[config.mk]
export PLATFORM = sky130hd
export DESIGN_NAME = jrxlp_regs
export DESIGN_NICKNAME = d
export VERILOG_FILES = /design/src/logic/jrxlp_pkg.sv /design/src/logic/jrxlp_lane_sum.sv /design/src/logic/jrxlp_regs.sv
export SDC_FILE = /design/constraint.sdc
export NUM_CORES = 1
export LEC_CHECK = 0
export BUFFER_PORTS_ARGS = -buffer_cell sky130_fd_sc_hd__buf_4
export CORE_MARGIN = 2
export CORE_UTILIZATION = 61
export CTS_CLUSTER_SIZE = 12
export DETAILED_ROUTE_END_ITERATION = 7
export GPL_ROUTABILITY_DRIVEN = 0
export HOLD_SLACK_MARGIN = 0.12
export MAX_ROUTING_LAYER = met4
export PLACE_DENSITY = 0.95
export SLEW_MARGIN = 20
export SYNTH_ARGS = -nofsm -noshare
export SYNTH_HDL_FRONTEND = slang
export SYNTH_HIERARCHICAL = 1
export SYNTH_SLANG_ARGS = --single-unit
export TNS_END_PERCENT = 20
[constraint.sdc]
create_clock -name clk -period 3.2 [get_ports clk]
set_input_delay 0.64 -clock clk [delete_from_list [all_inputs] [get_ports clk]]
set_output_delay 0.64 -clock clk [all_outputs]
set_load 0.01 [all_outputs]
[src/logic/jrxlp_pkg.sv]
package jrxlp_pkg;

    // ------------------------------------------------------------
    // Register offsets
    // ------------------------------------------------------------
    localparam logic [11:0] ADDR_L7_RX_SUM = 12'h445;
    localparam logic [11:0] ADDR_L7_CALC_SUM = 12'h446;
    localparam logic [11:0] ADDR_DEV_ID = 12'h450;
    localparam logic [11:0] ADDR_BANK_ADJ = 12'h451;
    localparam logic [11:0] ADDR_LANE0_PH = 12'h452;
    localparam logic [11:0] ADDR_SCR_LANES = 12'h453;
    localparam logic [11:0] ADDR_OCTETS = 12'h454;
    localparam logic [11:0] ADDR_FRAMES_MF = 12'h455;
    localparam logic [11:0] ADDR_CONV_CNT = 12'h456;
    localparam logic [11:0] ADDR_CS_RES = 12'h457;
    localparam logic [11:0] ADDR_SUBCLASS = 12'h458;

    // ------------------------------------------------------------
    // Reset values
    // ------------------------------------------------------------
    localparam logic [7:0] RST_ZERO = 8'h00;
    localparam logic [7:0] RST_SCR_LANES = 8'h83;
    localparam logic [7:0] RST_FRAMES_MF = 8'h1f;
    localparam logic [7:0] RST_CONV_CNT = 8'h01;
    localparam logic [7:0] RST_CS_RES = 8'h1f;
    localparam logic [7:0] RST_SUBCLASS = 8'h20;

    // ------------------------------------------------------------
    // Writable bit masks (reserved bits read as zero)
    // ------------------------------------------------------------
    localparam logic [7:0] MASK_LANE0_PH = 8'h7f;
    localparam logic [7:0] MASK_SCR_LANES = 8'h9f;
    localparam logic [7:0] MASK_FRAMES_MF = 8'h1f;
    localparam logic [7:0] MASK_CS_RES = 8'hdf;
    localparam logic [7:0] MASK_SUBCLASS = 8'he0;

    // ------------------------------------------------------------
    // Field positions
    // ------------------------------------------------------------
    localparam int POS_DESCR_EN = 7;
    localparam int POS_ADJ_DIR = 6;
    localparam int POS_PH_ADJ = 5;

    // ------------------------------------------------------------
    // Capture states
    // ------------------------------------------------------------
    typedef enum logic [1:0] {
        JRXLP_IDLE = 2'b01,
        JRXLP_SUM = 2'b10
    } jrxlp_state_t;

endpackage : jrxlp_pkg

[src/logic/jrxlp_lane_sum.sv]
`timescale 1ns/1ps
module jrxlp_lane_sum (
    input wire logic clk,
    input wire logic rst_n,
    input wire logic ila_start,
    input wire logic ila_valid,
    input wire logic [7:0] ila_octet,
    input wire logic ila_last,
    input wire logic [7:0] ila_rx_sum,
    input wire logic sum_mode,
    output logic sum_done,
    output logic [7:0] rx_sum,
    output logic [7:0] calc_sum
);
    jrxlp_pkg::jrxlp_state_t state_reg, state_next;
    logic [7:0] acc_reg;
    logic [7:0] acc_next;
    wire logic [7:0] term;

    // Method 1 sums whole octets; method 0 sums the low nibble of each octet
    assign term = sum_mode ? ila_octet : {4'h0, ila_octet[3:0]};
    assign acc_next = acc_reg + term;

    always_comb begin
        state_next = state_reg;
        case (state_reg)
            jrxlp_pkg::JRXLP_IDLE: if (ila_start) state_next = jrxlp_pkg::JRXLP_SUM;
            jrxlp_pkg::JRXLP_SUM: if (ila_valid && ila_last) state_next = jrxlp_pkg::JRXLP_IDLE;
            default: state_next = jrxlp_pkg::JRXLP_IDLE;
        endcase
    end

    always_ff @(posedge clk) begin
        if (!rst_n) begin
            state_reg <= jrxlp_pkg::JRXLP_IDLE;
            acc_reg <= jrxlp_pkg::RST_ZERO;
            sum_done <= 1'b0;
            rx_sum <= jrxlp_pkg::RST_ZERO;
            calc_sum <= jrxlp_pkg::RST_ZERO;
        end else begin
            state_reg <= state_next;
            sum_done <= 1'b0;
            if (state_reg == jrxlp_pkg::JRXLP_IDLE && ila_start) begin
                acc_reg <= jrxlp_pkg::RST_ZERO;
            end else if (state_reg == jrxlp_pkg::JRXLP_SUM && ila_valid) begin
                acc_reg <= acc_next;
                if (ila_last) begin
                    rx_sum <= ila_rx_sum;
                    calc_sum <= acc_next;
                    sum_done <= 1'b1;
                end
            end
        end
    end
endmodule : jrxlp_lane_sum

[src/logic/jrxlp_regs.sv]
`timescale 1ns/1ps
module jrxlp_regs (
    input wire logic clk,
    input wire logic rst_n,
    input wire logic [11:0] reg_addr,
    input wire logic reg_wr,
    input wire logic reg_rd,
    input wire logic [7:0] reg_wdata,
    input wire logic checksum_method_select,
    input wire logic ila_start,
    input wire logic ila_valid,
    input wire logic [7:0] ila_octet,
    input wire logic ila_last,
    input wire logic [7:0] ila_rx_sum,
    output logic [7:0] reg_rdata,
    output logic reg_rvalid,
    output logic descramble_en,
    output logic [4:0] lane_count_code,
    output logic [4:0] frames_mf_code,
    output logic phase_adj_req,
    output logic adj_dir,
    output logic [3:0] adj_res,
    output logic lane7_sum_update
);
    // ------------------------------------------------------------
    // Storage
    // ------------------------------------------------------------
    logic [7:0] dev_id_reg;
    logic [7:0] bank_adj_reg;
    logic [7:0] lane0_ph_reg;
    logic [7:0] scr_lanes_reg;
    logic [7:0] octets_reg;
    logic [7:0] frames_mf_reg;
    logic [7:0] cs_res_reg;
    logic [7:0] subclass_reg;
    logic [7:0] rdata_next;
    wire logic [7:0] lane7_rx_checksum_value;
    wire logic [7:0] lane7_calc_checksum_value;
    wire logic sum_done;

    // ------------------------------------------------------------
    // Checksum capture
    // ------------------------------------------------------------
    jrxlp_lane_sum u_sum (
        .clk(clk),
        .rst_n(rst_n),
        .ila_start(ila_start),
        .ila_valid(ila_valid),
        .ila_octet(ila_octet),
        .ila_last(ila_last),
        .ila_rx_sum(ila_rx_sum),
        .sum_mode(checksum_method_select),
        .sum_done(sum_done),
        .rx_sum(lane7_rx_checksum_value),
        .calc_sum(lane7_calc_checksum_value)
    );

    // ------------------------------------------------------------
    // Write decode
    // ------------------------------------------------------------
    // Strobe aimed at one register offset; all operands are arguments so callers stay sensitive to them
    function automatic logic hit(input logic strobe, input logic [11:0] addr, input logic [11:0] target);
        return strobe && addr == target;
    endfunction : hit

    wire logic wr_dev = hit(reg_wr, reg_addr, jrxlp_pkg::ADDR_DEV_ID);
    wire logic wr_bank = hit(reg_wr, reg_addr, jrxlp_pkg::ADDR_BANK_ADJ);
    wire logic wr_lane0 = hit(reg_wr, reg_addr, jrxlp_pkg::ADDR_LANE0_PH);
    wire logic wr_scr = hit(reg_wr, reg_addr, jrxlp_pkg::ADDR_SCR_LANES);
    wire logic wr_oct = hit(reg_wr, reg_addr, jrxlp_pkg::ADDR_OCTETS);
    wire logic wr_kmf = hit(reg_wr, reg_addr, jrxlp_pkg::ADDR_FRAMES_MF);
    wire logic wr_csn = hit(reg_wr, reg_addr, jrxlp_pkg::ADDR_CS_RES);
    wire logic wr_sub = hit(reg_wr, reg_addr, jrxlp_pkg::ADDR_SUBCLASS);

    always_ff @(posedge clk) begin
        if (!rst_n) begin
            dev_id_reg <= jrxlp_pkg::RST_ZERO;
            bank_adj_reg <= jrxlp_pkg::RST_ZERO;
            lane0_ph_reg <= jrxlp_pkg::RST_ZERO;
            scr_lanes_reg <= jrxlp_pkg::RST_SCR_LANES;
            octets_reg <= jrxlp_pkg::RST_ZERO;
            frames_mf_reg <= jrxlp_pkg::RST_FRAMES_MF;
            cs_res_reg <= jrxlp_pkg::RST_CS_RES;
            subclass_reg <= jrxlp_pkg::RST_SUBCLASS;
        end else begin
            if (wr_dev) dev_id_reg <= reg_wdata;
            if (wr_bank) bank_adj_reg <= reg_wdata;
            if (wr_lane0) lane0_ph_reg <= reg_wdata & jrxlp_pkg::MASK_LANE0_PH;
            if (wr_scr) scr_lanes_reg <= reg_wdata & jrxlp_pkg::MASK_SCR_LANES;
            if (wr_oct) octets_reg <= reg_wdata;
            if (wr_kmf) frames_mf_reg <= reg_wdata & jrxlp_pkg::MASK_FRAMES_MF;
            if (wr_csn) cs_res_reg <= reg_wdata & jrxlp_pkg::MASK_CS_RES;
            if (wr_sub) subclass_reg <= reg_wdata & jrxlp_pkg::MASK_SUBCLASS;
        end
    end

    // ------------------------------------------------------------
    // Read mux
    // ------------------------------------------------------------
    // Unmapped offsets and reserved bits read as zero
    always_comb begin
        case (reg_addr)
            jrxlp_pkg::ADDR_L7_RX_SUM: rdata_next = lane7_rx_checksum_value;
            jrxlp_pkg::ADDR_L7_CALC_SUM: rdata_next = lane7_calc_checksum_value;
            jrxlp_pkg::ADDR_DEV_ID: rdata_next = dev_id_reg;
            jrxlp_pkg::ADDR_BANK_ADJ: rdata_next = bank_adj_reg;
            jrxlp_pkg::ADDR_LANE0_PH: rdata_next = lane0_ph_reg;
            jrxlp_pkg::ADDR_SCR_LANES: rdata_next = scr_lanes_reg;
            jrxlp_pkg::ADDR_OCTETS: rdata_next = octets_reg;
            jrxlp_pkg::ADDR_FRAMES_MF: rdata_next = frames_mf_reg;
            jrxlp_pkg::ADDR_CONV_CNT: rdata_next = jrxlp_pkg::RST_CONV_CNT;
            jrxlp_pkg::ADDR_CS_RES: rdata_next = cs_res_reg;
            jrxlp_pkg::ADDR_SUBCLASS: rdata_next = subclass_reg;
            default: rdata_next = jrxlp_pkg::RST_ZERO;
        endcase
    end

    // ------------------------------------------------------------
    // Outputs
    // ------------------------------------------------------------
    always_ff @(posedge clk) begin
        if (!rst_n) begin
            reg_rdata <= jrxlp_pkg::RST_ZERO;
            reg_rvalid <= 1'b0;
            descramble_en <= jrxlp_pkg::RST_SCR_LANES[jrxlp_pkg::POS_DESCR_EN];
            lane_count_code <= jrxlp_pkg::RST_SCR_LANES[4:0];
            frames_mf_code <= jrxlp_pkg::RST_FRAMES_MF[4:0];
            phase_adj_req <= jrxlp_pkg::RST_ZERO[jrxlp_pkg::POS_PH_ADJ];
            adj_dir <= jrxlp_pkg::RST_ZERO[jrxlp_pkg::POS_ADJ_DIR];
            adj_res <= jrxlp_pkg::RST_ZERO[7:4];
            lane7_sum_update <= 1'b0;
        end else begin
            reg_rdata <= reg_rd ? rdata_next : jrxlp_pkg::RST_ZERO;
            reg_rvalid <= reg_rd;
            descramble_en <= scr_lanes_reg[jrxlp_pkg::POS_DESCR_EN];
            lane_count_code <= scr_lanes_reg[4:0];
            frames_mf_code <= frames_mf_reg[4:0];
            phase_adj_req <= lane0_ph_reg[jrxlp_pkg::POS_PH_ADJ];
            adj_dir <= lane0_ph_reg[jrxlp_pkg::POS_ADJ_DIR];
            adj_res <= bank_adj_reg[7:4];
            lane7_sum_update <= sum_done;
        end
    end

    // ------------------------------------------------------------
    // Checks
    // ------------------------------------------------------------
    // Checksums move only on the edge that also raises sum_done
    property p_rx_sum_hold;
        @(posedge clk) disable iff (!rst_n)
        !sum_done |-> $stable(lane7_rx_checksum_value);
    endproperty
    a_rx_sum_hold: assert property (p_rx_sum_hold) else $error("rx checksum changed without capture");

    property p_calc_hold;
        @(posedge clk) disable iff (!rst_n)
        !sum_done |-> $stable(lane7_calc_checksum_value);
    endproperty
    a_calc_hold: assert property (p_calc_hold) else $error("calc checksum changed without capture");

    property p_update_follows;
        @(posedge clk) disable iff (!rst_n)
        sum_done |=> lane7_sum_update;
    endproperty
    a_update_follows: assert property (p_update_follows) else $error("update pulse missing");

    property p_descr;
        @(posedge clk) disable iff (!rst_n)
        wr_scr |=> ##1 descramble_en == $past(reg_wdata[7], 2);
    endproperty
    a_descr: assert property (p_descr) else $error("descramble enable wrong");

    property p_lanes;
        @(posedge clk) disable iff (!rst_n)
        wr_scr |=> ##1 lane_count_code == $past(reg_wdata[4:0], 2);
    endproperty
    a_lanes: assert property (p_lanes) else $error("lane count wrong");

    property p_kmf;
        @(posedge clk) disable iff (!rst_n)
        wr_kmf |=> ##1 frames_mf_code == $past(reg_wdata[4:0], 2);
    endproperty
    a_kmf: assert property (p_kmf) else $error("frames per multiframe wrong");

    property p_conv_ro;
        @(posedge clk) disable iff (!rst_n)
        reg_rd && reg_addr == jrxlp_pkg::ADDR_CONV_CNT |=> reg_rdata == 8'h01;
    endproperty
    a_conv_ro: assert property (p_conv_ro) else $error("converter count not one");

    property p_phadj;
        @(posedge clk) disable iff (!rst_n)
        wr_lane0 |=> ##1 phase_adj_req == $past(reg_wdata[5], 2) && adj_dir == $past(reg_wdata[6], 2);
    endproperty
    a_phadj: assert property (p_phadj) else $error("phase adjust fields wrong");

    property p_res;
        @(posedge clk) disable iff (!rst_n)
        wr_bank |=> ##1 adj_res == $past(reg_wdata[7:4], 2);
    endproperty
    a_res: assert property (p_res) else $error("adjust resolution wrong");

    property p_sub_rb;
        @(posedge clk) disable iff (!rst_n)
        wr_sub ##1 !wr_sub ##1 (reg_rd && reg_addr == jrxlp_pkg::ADDR_SUBCLASS && !reg_wr)
            |=> reg_rdata == ($past(reg_wdata, 3) & jrxlp_pkg::MASK_SUBCLASS);
    endproperty
    a_sub_rb: assert property (p_sub_rb) else $error("subclass readback wrong");

    property p_rx_capture;
        @(posedge clk) disable iff (!rst_n)
        sum_done |-> lane7_rx_checksum_value == $past(ila_rx_sum);
    endproperty
    a_rx_capture: assert property (p_rx_capture) else $error("rx checksum not taken from last octet");

    property p_update_pulse;
        @(posedge clk) disable iff (!rst_n)
        lane7_sum_update |=> !lane7_sum_update;
    endproperty
    a_update_pulse: assert property (p_update_pulse) else $error("update pulse longer than one cycle");

    property p_oct_no_effect;
        @(posedge clk) disable iff (!rst_n)
        wr_oct |=> ##1 $stable(descramble_en) && $stable(lane_count_code)
            && $stable(frames_mf_code) && $stable(adj_res);
    endproperty
    a_oct_no_effect: assert property (p_oct_no_effect) else $error("octets write moved a mirror");

    property p_kmf_rsvd;
        @(posedge clk) disable iff (!rst_n)
        reg_rd && reg_addr == jrxlp_pkg::ADDR_FRAMES_MF |=> reg_rdata[7:5] == 3'h0;
    endproperty
    a_kmf_rsvd: assert property (p_kmf_rsvd) else $error("frames reserved bits not zero");

    property p_lane0_rsvd;
        @(posedge clk) disable iff (!rst_n)
        reg_rd && reg_addr == jrxlp_pkg::ADDR_LANE0_PH |=> !reg_rdata[7];
    endproperty
    a_lane0_rsvd: assert property (p_lane0_rsvd) else $error("lane0 reserved bit not zero");

    property p_scr_rsvd;
        @(posedge clk) disable iff (!rst_n)
        reg_rd && reg_addr == jrxlp_pkg::ADDR_SCR_LANES |=> reg_rdata[6:5] == 2'h0;
    endproperty
    a_scr_rsvd: assert property (p_scr_rsvd) else $error("lane count reserved bits not zero");

    property p_sub_rsvd;
        @(posedge clk) disable iff (!rst_n)
        reg_rd && reg_addr == jrxlp_pkg::ADDR_SUBCLASS |=> reg_rdata[4:0] == 5'h00;
    endproperty
    a_sub_rsvd: assert property (p_sub_rsvd) else $error("subclass low bits not zero");

    property p_lane0_id;
        @(posedge clk) disable iff (!rst_n)
        wr_lane0 ##1 !wr_lane0 ##1 (reg_rd && reg_addr == jrxlp_pkg::ADDR_LANE0_PH)
            |=> reg_rdata[4:0] == $past(reg_wdata[4:0], 3);
    endproperty
    a_lane0_id: assert property (p_lane0_id) else $error("lane0 identity readback wrong");

    // ------------------------------------------------------------
    // Reset checks
    // ------------------------------------------------------------
    property p_rst_mirrors;
        @(posedge clk)
        !rst_n |=> descramble_en && lane_count_code == 5'h03;
    endproperty
    a_rst_mirrors: assert property (p_rst_mirrors) else $error("mirror reset value wrong");

    property p_rst_sums;
        @(posedge clk)
        !rst_n |=> lane7_rx_checksum_value == 8'h00 && lane7_calc_checksum_value == 8'h00;
    endproperty
    a_rst_sums: assert property (p_rst_sums) else $error("checksum reset value wrong");

    // ------------------------------------------------------------
    // Coverage
    // ------------------------------------------------------------
    c_capture: cover property (@(posedge clk) disable iff (!rst_n) lane7_sum_update);
    c_scr_off: cover property (@(posedge clk) disable iff (!rst_n) !descramble_en);
    c_read_sum: cover property (@(posedge clk) disable iff (!rst_n) reg_rd && reg_addr == jrxlp_pkg::ADDR_L7_CALC_SUM);
    c_nibble_sum: cover property (@(posedge clk) disable iff (!rst_n) sum_done && !checksum_method_select);
    c_kmf16: cover property (@(posedge clk) disable iff (!rst_n) frames_mf_code == 5'h0f);
endmodule : jrxlp_regs

==> out/qor.yml, run 1 <==
grt_pass1_wl_um: 20200
worstSetupEndpointType: "register"
worst_pin_slew_ns: 0.702
routed_wl_um: 12400
status: "completed"
synth_area_leaders: "dfxtp_1 (43%), nand2_1 (6.8%), mux2i_1 (5.9%), nor2b_1 (3.5%), a21boi_0 (3.1%)"
antenna_found_initial: 0
async_flop_share: 0
cts-root-buf: "clkbuf_8"
clk_pin_slew_worst_paths_ns: 0.10
hold_viol_final: 0
period_share: 0.761
antennaDiodeCount: 0
setup_violations: 0
rrSetupSlack_ns: 1.30
whs_ns: 0.444
multi_input_area_mm2: 0.00255
synth_cell_type_count: 67
yosysTopAreaCell: "dfxtp_1"
num-fill-cells: 541
leakage_nw: 2.20
core.rowCount: 32
clkLatencyLatePin_ns: 0.38
maxSlewHeadroom: 0.530
cellPowerDensity_mw_per_mm2: 424
start_util: 0.632
area_growth_pct: 14.8
path_class: "primary input to register"
drc_errors: 0
cap_violations: 0
vdd_drop_max_mv: 0.323
cts_max_path_buffers: 2
cts_buffers: 9
synth-seq-cells: 106
drv_slew: 0
grt_usage: 0.304
grt.busiest_layer: "met2"
yosysSeqAreaShare: 0.435
max_freq_mhz: 411
gr-usage-met3: 0.0717
synth.cell_area_mm2: 0.00488
met1_usage: 0.347
yosys.area.top_type_share: 0.435
die_area_mm2: 0.00873
arrival_ns: 2.71
nets: 640
seqCellArea_mm2: 0.00212
via_count: 4267
finClkSkew_ns: 0.00845
cts_tree: "built"
die_w_um: 93.5
yosysWarnings: 6
ys.flop_type: "dfxtp_1"
postRouteAntennaNets: 0
cts_num_sinks: 106
core_area_mm2: 0.00773
routedWlPerCell_um: 17.8
rsz0062_at_grt: "no"
cts_setup_buffers: 0
fin_crit_ns: 2.43
avgSynthCellArea_um2: 9.16
setup_tns_ns: 0
portBuffers: 70
synth-edff-count: 0
grt_start_max_net_pins: 73
gr-total-overflow: 0
drive_above_1_share: 0.204
grt_util_met2: 0.508
crit_path_start_kind: "primary input"
grt_pass1_vias: 4122
cts_resized: 0
post-dp-hpwl_um: 8910
drt-pass1-iter-count: 6
drtIter0Drc: 415
hp-class: "register to register"
synthesis.instances: 533
io_pins: 71
htree_levels: 3
synth_nets: 585
holdBufCountCts: 0
avgViaCountPerCell: 6.14
critPathMaxFanout: 11
die_y_um: 93.5
worstPathRequired_ns: 3.48
==> metal layers <==
layer | vias to the layer above | part of all wire
met5 | - | 0
met4 | 0 | 0.041
met3 | 59 | 0.091
met2 | 260 | 0.49
met1 | 1971 | 0.38
li1 | 1977 | -
==> power breakdown <==
part | switching [W] | total (W) | internal (W)
clock | 0.000494 | 0.000871 | 0.000377
combinational | 0.000103 | 0.000179 | 0.0000753
sequential | 0.00000251 | 0.00133 | 0.00132
total | 0.000600 | 0.00238 | 0.00177
==> logic make-up after synthesis <==
logic type                 after synthesis  synth area share
adders and majority gates                8            0.0220
AOI/OAI and AO/OA                      111             0.166
buffers and inverters                   39            0.0426
and+or+nand+nor                        229             0.251
DFF                                    106             0.435
xor gates and xnor gates                 3           0.00538
muxes                                   37            0.0779
==> worst paths after layout <==
path,start,to,cells past startpoint
worst max-delay path,reg_addr[9],dev_id_reg[4],6
worst min-delay path,u_sum/sum_done,lane7_sum_update,1
worst max register to register,u_sum/acc_reg[0],u_sum/acc_reg[6],8
worst min register to register,u_sum/sum_done,lane7_sum_update,1
==> critical path: stages <==
cell and delay (ns):
buf_4 0.11, nor4b_1 0.43, nand4_1 0.54, nor3_4 0.63
mux2i_1 0.28, nor2b_1 0.07
==> synthesized netlist by cell type (4+ instances only) <==
| cell | n |
|---|---|
| mux2_2 | 8 |
| nand2_1 | 89 |
| a21boi_1 | 8 |
| o21ai_0 | 18 |
| nand2b_1 | 13 |
| buf_6 | 6 |
| mux2i_1 | 29 |
| buf_2 | 7 |
| o2bb2ai_1 | 4 |
| a21boi_0 | 20 |
| nand3_1 | 30 |
| a21oi_1 | 13 |
| and2_1 | 17 |
| inv_1 | 7 |
| dfxtp_1 | 106 |
| a22oi_1 | 13 |
| ha_1 | 7 |
| nor2b_1 | 27 |
| clkbuf_1 | 16 |
| nand4_1 | 4 |
| nor2_1 | 20 |
==> placed cells by master (no fill, tap or decap), types with 4 or more instances in the layout <==
| master | Yosys | routed |
|---|---|---|
| nand3_1 | 30 | 30 |
| nor2_1 | 20 | 20 |
| ha_1 | 7 | 7 |
| clkbuf_8 | 0 | 9 |
| dfxtp_1 | 106 | 106 |
| nand4_1 | 4 | 4 |
| a21boi_1 | 8 | 8 |
| mux2_2 | 8 | 8 |
| mux2i_1 | 29 | 29 |
| nand2b_1 | 13 | 13 |
| nand2_1 | 89 | 89 |
| o21ai_0 | 18 | 18 |
| a21boi_0 | 20 | 20 |
| a22oi_1 | 13 | 13 |
| inv_1 | 7 | 7 |
| and2_1 | 17 | 17 |
| a21oi_1 | 13 | 13 |
| o2bb2ai_1 | 4 | 4 |
| nor2b_1 | 27 | 27 |
| buf_4 | 2 | 76 |
==> cell type report <==
| cell class | count | area share |
|---|---|---|
| multi-input cells | 388 | 0.455 |
| repair buffers | 76 | 0.102 |
| inverters | 7 | 0.00469 |
| clock buffers | 9 | 0.0221 |
| well taps | 102 | 0.0228 |
| flip-flops and latches | 106 | 0.379 |
| clock inverters | 7 | 0.0150 |
==> per-stage QoR <==
| step | setup WS, ns | total power, W | utilization | std cells | area (µm²) |
|---|---|---|---|---|---|
| 6_report | 0.766 | 0.00238 | 0.725 | 695 | 5610 |
| 5_1_grt | 0.660 | 0.00245 | 0.725 | 695 | 5610 |
| 4_1_cts | 0.819 | 0.00238 | 0.725 | 695 | 5610 |
| 3_5_place_dp | 0.402 | 0.00153 | 0.699 | 679 | 5400 |
| 3_3_place_gp | 0.514 | 0.00152 | 0.699 | 679 | 5400 |
| 2_1_floorplan | 1.06 | 0.00145 | - | 533 | 4880 |
No activity file was read; power rests on OpenSTA's default activity.
==> run 2, diff against run 1 <==
--- a/config.mk
+++ b/config.mk
@@ -7,13 +7,13 @@
 export LEC_CHECK = 0
 export BUFFER_PORTS_ARGS = -buffer_cell sky130_fd_sc_hd__buf_4
 export CORE_MARGIN = 2
-export CORE_UTILIZATION = 61
+export CORE_UTILIZATION = 57
 export CTS_CLUSTER_SIZE = 12
 export DETAILED_ROUTE_END_ITERATION = 7
 export GPL_ROUTABILITY_DRIVEN = 0
 export HOLD_SLACK_MARGIN = 0.12
 export MAX_ROUTING_LAYER = met4
-export PLACE_DENSITY = 0.95
+export PLACE_DENSITY = 0.91
 export SLEW_MARGIN = 20
 export SYNTH_ARGS = -nofsm -noshare
 export SYNTH_HDL_FRONTEND = slang
==> constraint.sdc (replaced) <==
create_clock -name clk -period 2.4 [get_ports clk]
set_input_delay 0.48 -clock clk [delete_from_list [all_inputs] [get_ports clk]]
set_output_delay 0.48 -clock clk [all_outputs]
set_load 0.01 [all_outputs]
==> run 2 against run 1 <==
Compared with the run above: combinational power grew 36%; critical path type unchanged; global-route usage down 1.0 points; final area increased by 1.8%; worst hold slack worse by 0.083 ns; first-iteration DRC count rose by 5.5%; clock power up 41%.
==> out/qor.yml, run 2 (synthesized netlist as in run 1, its figures left out) <==
p_clk_frac: 0.379  # +0.012
cts_buffers: 9  # unchanged
die_y_um: 96.5  # +3.3%
path_class: "primary input to register"
postRouteAntennaNets: 0  # unchanged
timing.final.ws_setup_ns: 0.405  # -0.361 ns
cts_max_path_buffers: 2  # unchanged
grt_pass1_vias: 4182  # +1.5%
max_stage_delay_ns: 0.61  # -0.02 ns
clk_pin_slew_worst_paths_ns: 0.09  # about the same
fin_crit_ns: 2.00
holdBufCountCts: 0  # unchanged
p_seq_frac: 0.546  # -0.012
wl_met3_um: 1170  # +3.5%
antenna_found_initial: 0  # unchanged
path_cells: "buf_4 > or4b_4 > nor2_1 > buf_4 > and3_1 > a22oi_1 > a31oi_1"
core.rowCount: 33  # +3.1%
post-dp-hpwl_um: 8860  # -0.63%
cts_setup_buffers: 0  # unchanged
dp_slack_ns: 0.112  # -0.290 ns
leakage_nw: 2.26  # +2.8%
drv_slew: 0  # unchanged
drc_errors: 0  # unchanged
via_count: 4289  # +0.52%
grt_pass1_wl_um: 20300  # +0.31%
io_pins: 71  # unchanged
p_sw_w: 0.000728  # +21%
num-fill-cells: 630  # +16%
drtIter0Drc: 438  # +5.5%
whs_ns: 0.360  # -0.0834 ns
arrival_ns: 2.27  # -0.44 ns
core_area_mm2: 0.00826  # +6.9%
wl_met2_um: 6050  # about the same
period_share: 0.831
utilization: 0.691  # -0.0343
cap_violations: 0  # unchanged
worstPathRequired_ns: 2.67  # -0.81 ns
slowest_stage: "or4b_4"
layout_common_cells: "dfxtp_1 (106), nand2_1 (89), buf_4 (84)"
finClkSkew_ns: 0.00737  # -0.00108 ns
p_comb_frac: 0.075  # about the same
power_w: 0.00323  # +36%
gr-total-overflow: 0  # unchanged
grt_usage: 0.294  # -0.0103
setup_tns_ns: 0  # unchanged
hold_viol_final: 0  # unchanged
routed_wl_um: 12600  # +1.5%
rsz0062_at_grt: "no"
start_util: 0.591  # -0.0406
status: "completed"
max_freq_mhz: 501
drt-pass1-iter-count: 7  # +1
hp-class: "primary input to register"
area_growth_pct: 16.9
cts_resized: 0  # unchanged
critPathMaxFanout: 11  # unchanged
cts_num_sinks: 106  # unchanged
grt_start_max_net_pins: 68  # -6.8%
vdd_drop_max_mv: 0.382  # +18%
routedWlPerCell_um: 17.8  # -0.11%
cellPowerDensity_mw_per_mm2: 567  # +34%
antennaDiodeCount: 0  # unchanged
cts-root-buf: "clkbuf_8"
htree_levels: 3  # unchanged
avgViaCountPerCell: 6.08  # -1.1%
crit_path_start_kind: "primary input"
maxSlewHeadroom: 0.539  # +0.00870
intPower_w: 0.00251  # +41%
portBuffers: 70  # unchanged
swShare: 0.225  # -0.0278
cts_tree: "built"
clkLatencyLatePin_ns: 0.37  # about the same
wl_met1_um: 4860  # +3.5%
worstSetupEndpointType: "register"
worst_pin_slew_ns: 0.689  # -0.0130 ns
nets: 649  # +1.4%
crit_top_cell: "buf_4"
die_area_mm2: 0.00932  # +6.7%
top_layer_used: "met4"
die_w_um: 96.5  # +3.3%
setup_violations: 0  # unchanged
final_common_cell: "dfxtp_1"
drive_above_1_share: 0.215  # +0.0106
-- run 2: worst paths after layout --
check                    from               end  slack (ns)  depth (start not counted)
max reg2reg  u_sum/acc_reg[0]  u_sum/acc_reg[6]        0.54                          8
min             ila_rx_sum[6]   u_sum/rx_sum[6]        0.36                          3
max               reg_addr[9]      reg_rdata[1]        0.40                          7
min reg2reg    u_sum/sum_done  lane7_sum_update        0.45                          1
-- run 2: power by group through the flow --
stage / Combinational, W / Sequential (W) / Clock, W
after CTS: 0.000238 / 0.00177 / 0.00124
after global placement: 0.000229 / 0.00181 / 0
after detailed placement: 0.000236 / 0.00181 / 0
after global routing: 0.000259 / 0.00177 / 0.00131
final: 0.000244 / 0.00177 / 0.00123
after floorplan: 0.000133 / 0.00181 / 0
-- run 2: final cells by class --
| cell class | count | area, µm² | share of cell area |
|---|---|---|---|
| multi-input combinational | 388 | 2550 | 0.447 |
| sequential | 106 | 2120 | 0.372 |
| timing repair buffer | 85 | 651 | 0.114 |
| clock buffer | 11 | 151 | 0.0265 |
| tap | 105 | 131 | 0.0230 |
| clock inverter | 4 | 73.8 | 0.0129 |
| inverter | 7 | 26.3 | 0.00460 |
-- run 2: metrics by stage --
step,instances,cell area (µm²)
after detailed placement,691,5480
final,706,5710
after floorplan,533,4880
after global placement,691,5480
after CTS,706,5710
after global routing,706,5710
-- run 2: metal layers --
| layer | vias to the layer above | GRT usage |
|---|---|---|
| met4 | 0 | 0.123 |
| met2 | 244 | 0.481 |
| li1 | 1993 | - |
| met1 | 2003 | 0.346 |
| met3 | 49 | 0.0721 |
| met5 | - | - |
-- run 2: worst max-delay path: cells and delay by family --
kind / cells / cell delay [ns]
buffers and inverters: 2 / 0.31
AO/OA/AOI/OAI: 2 / 0.40
AND/OR/NAND/NOR: 3 / 1.07
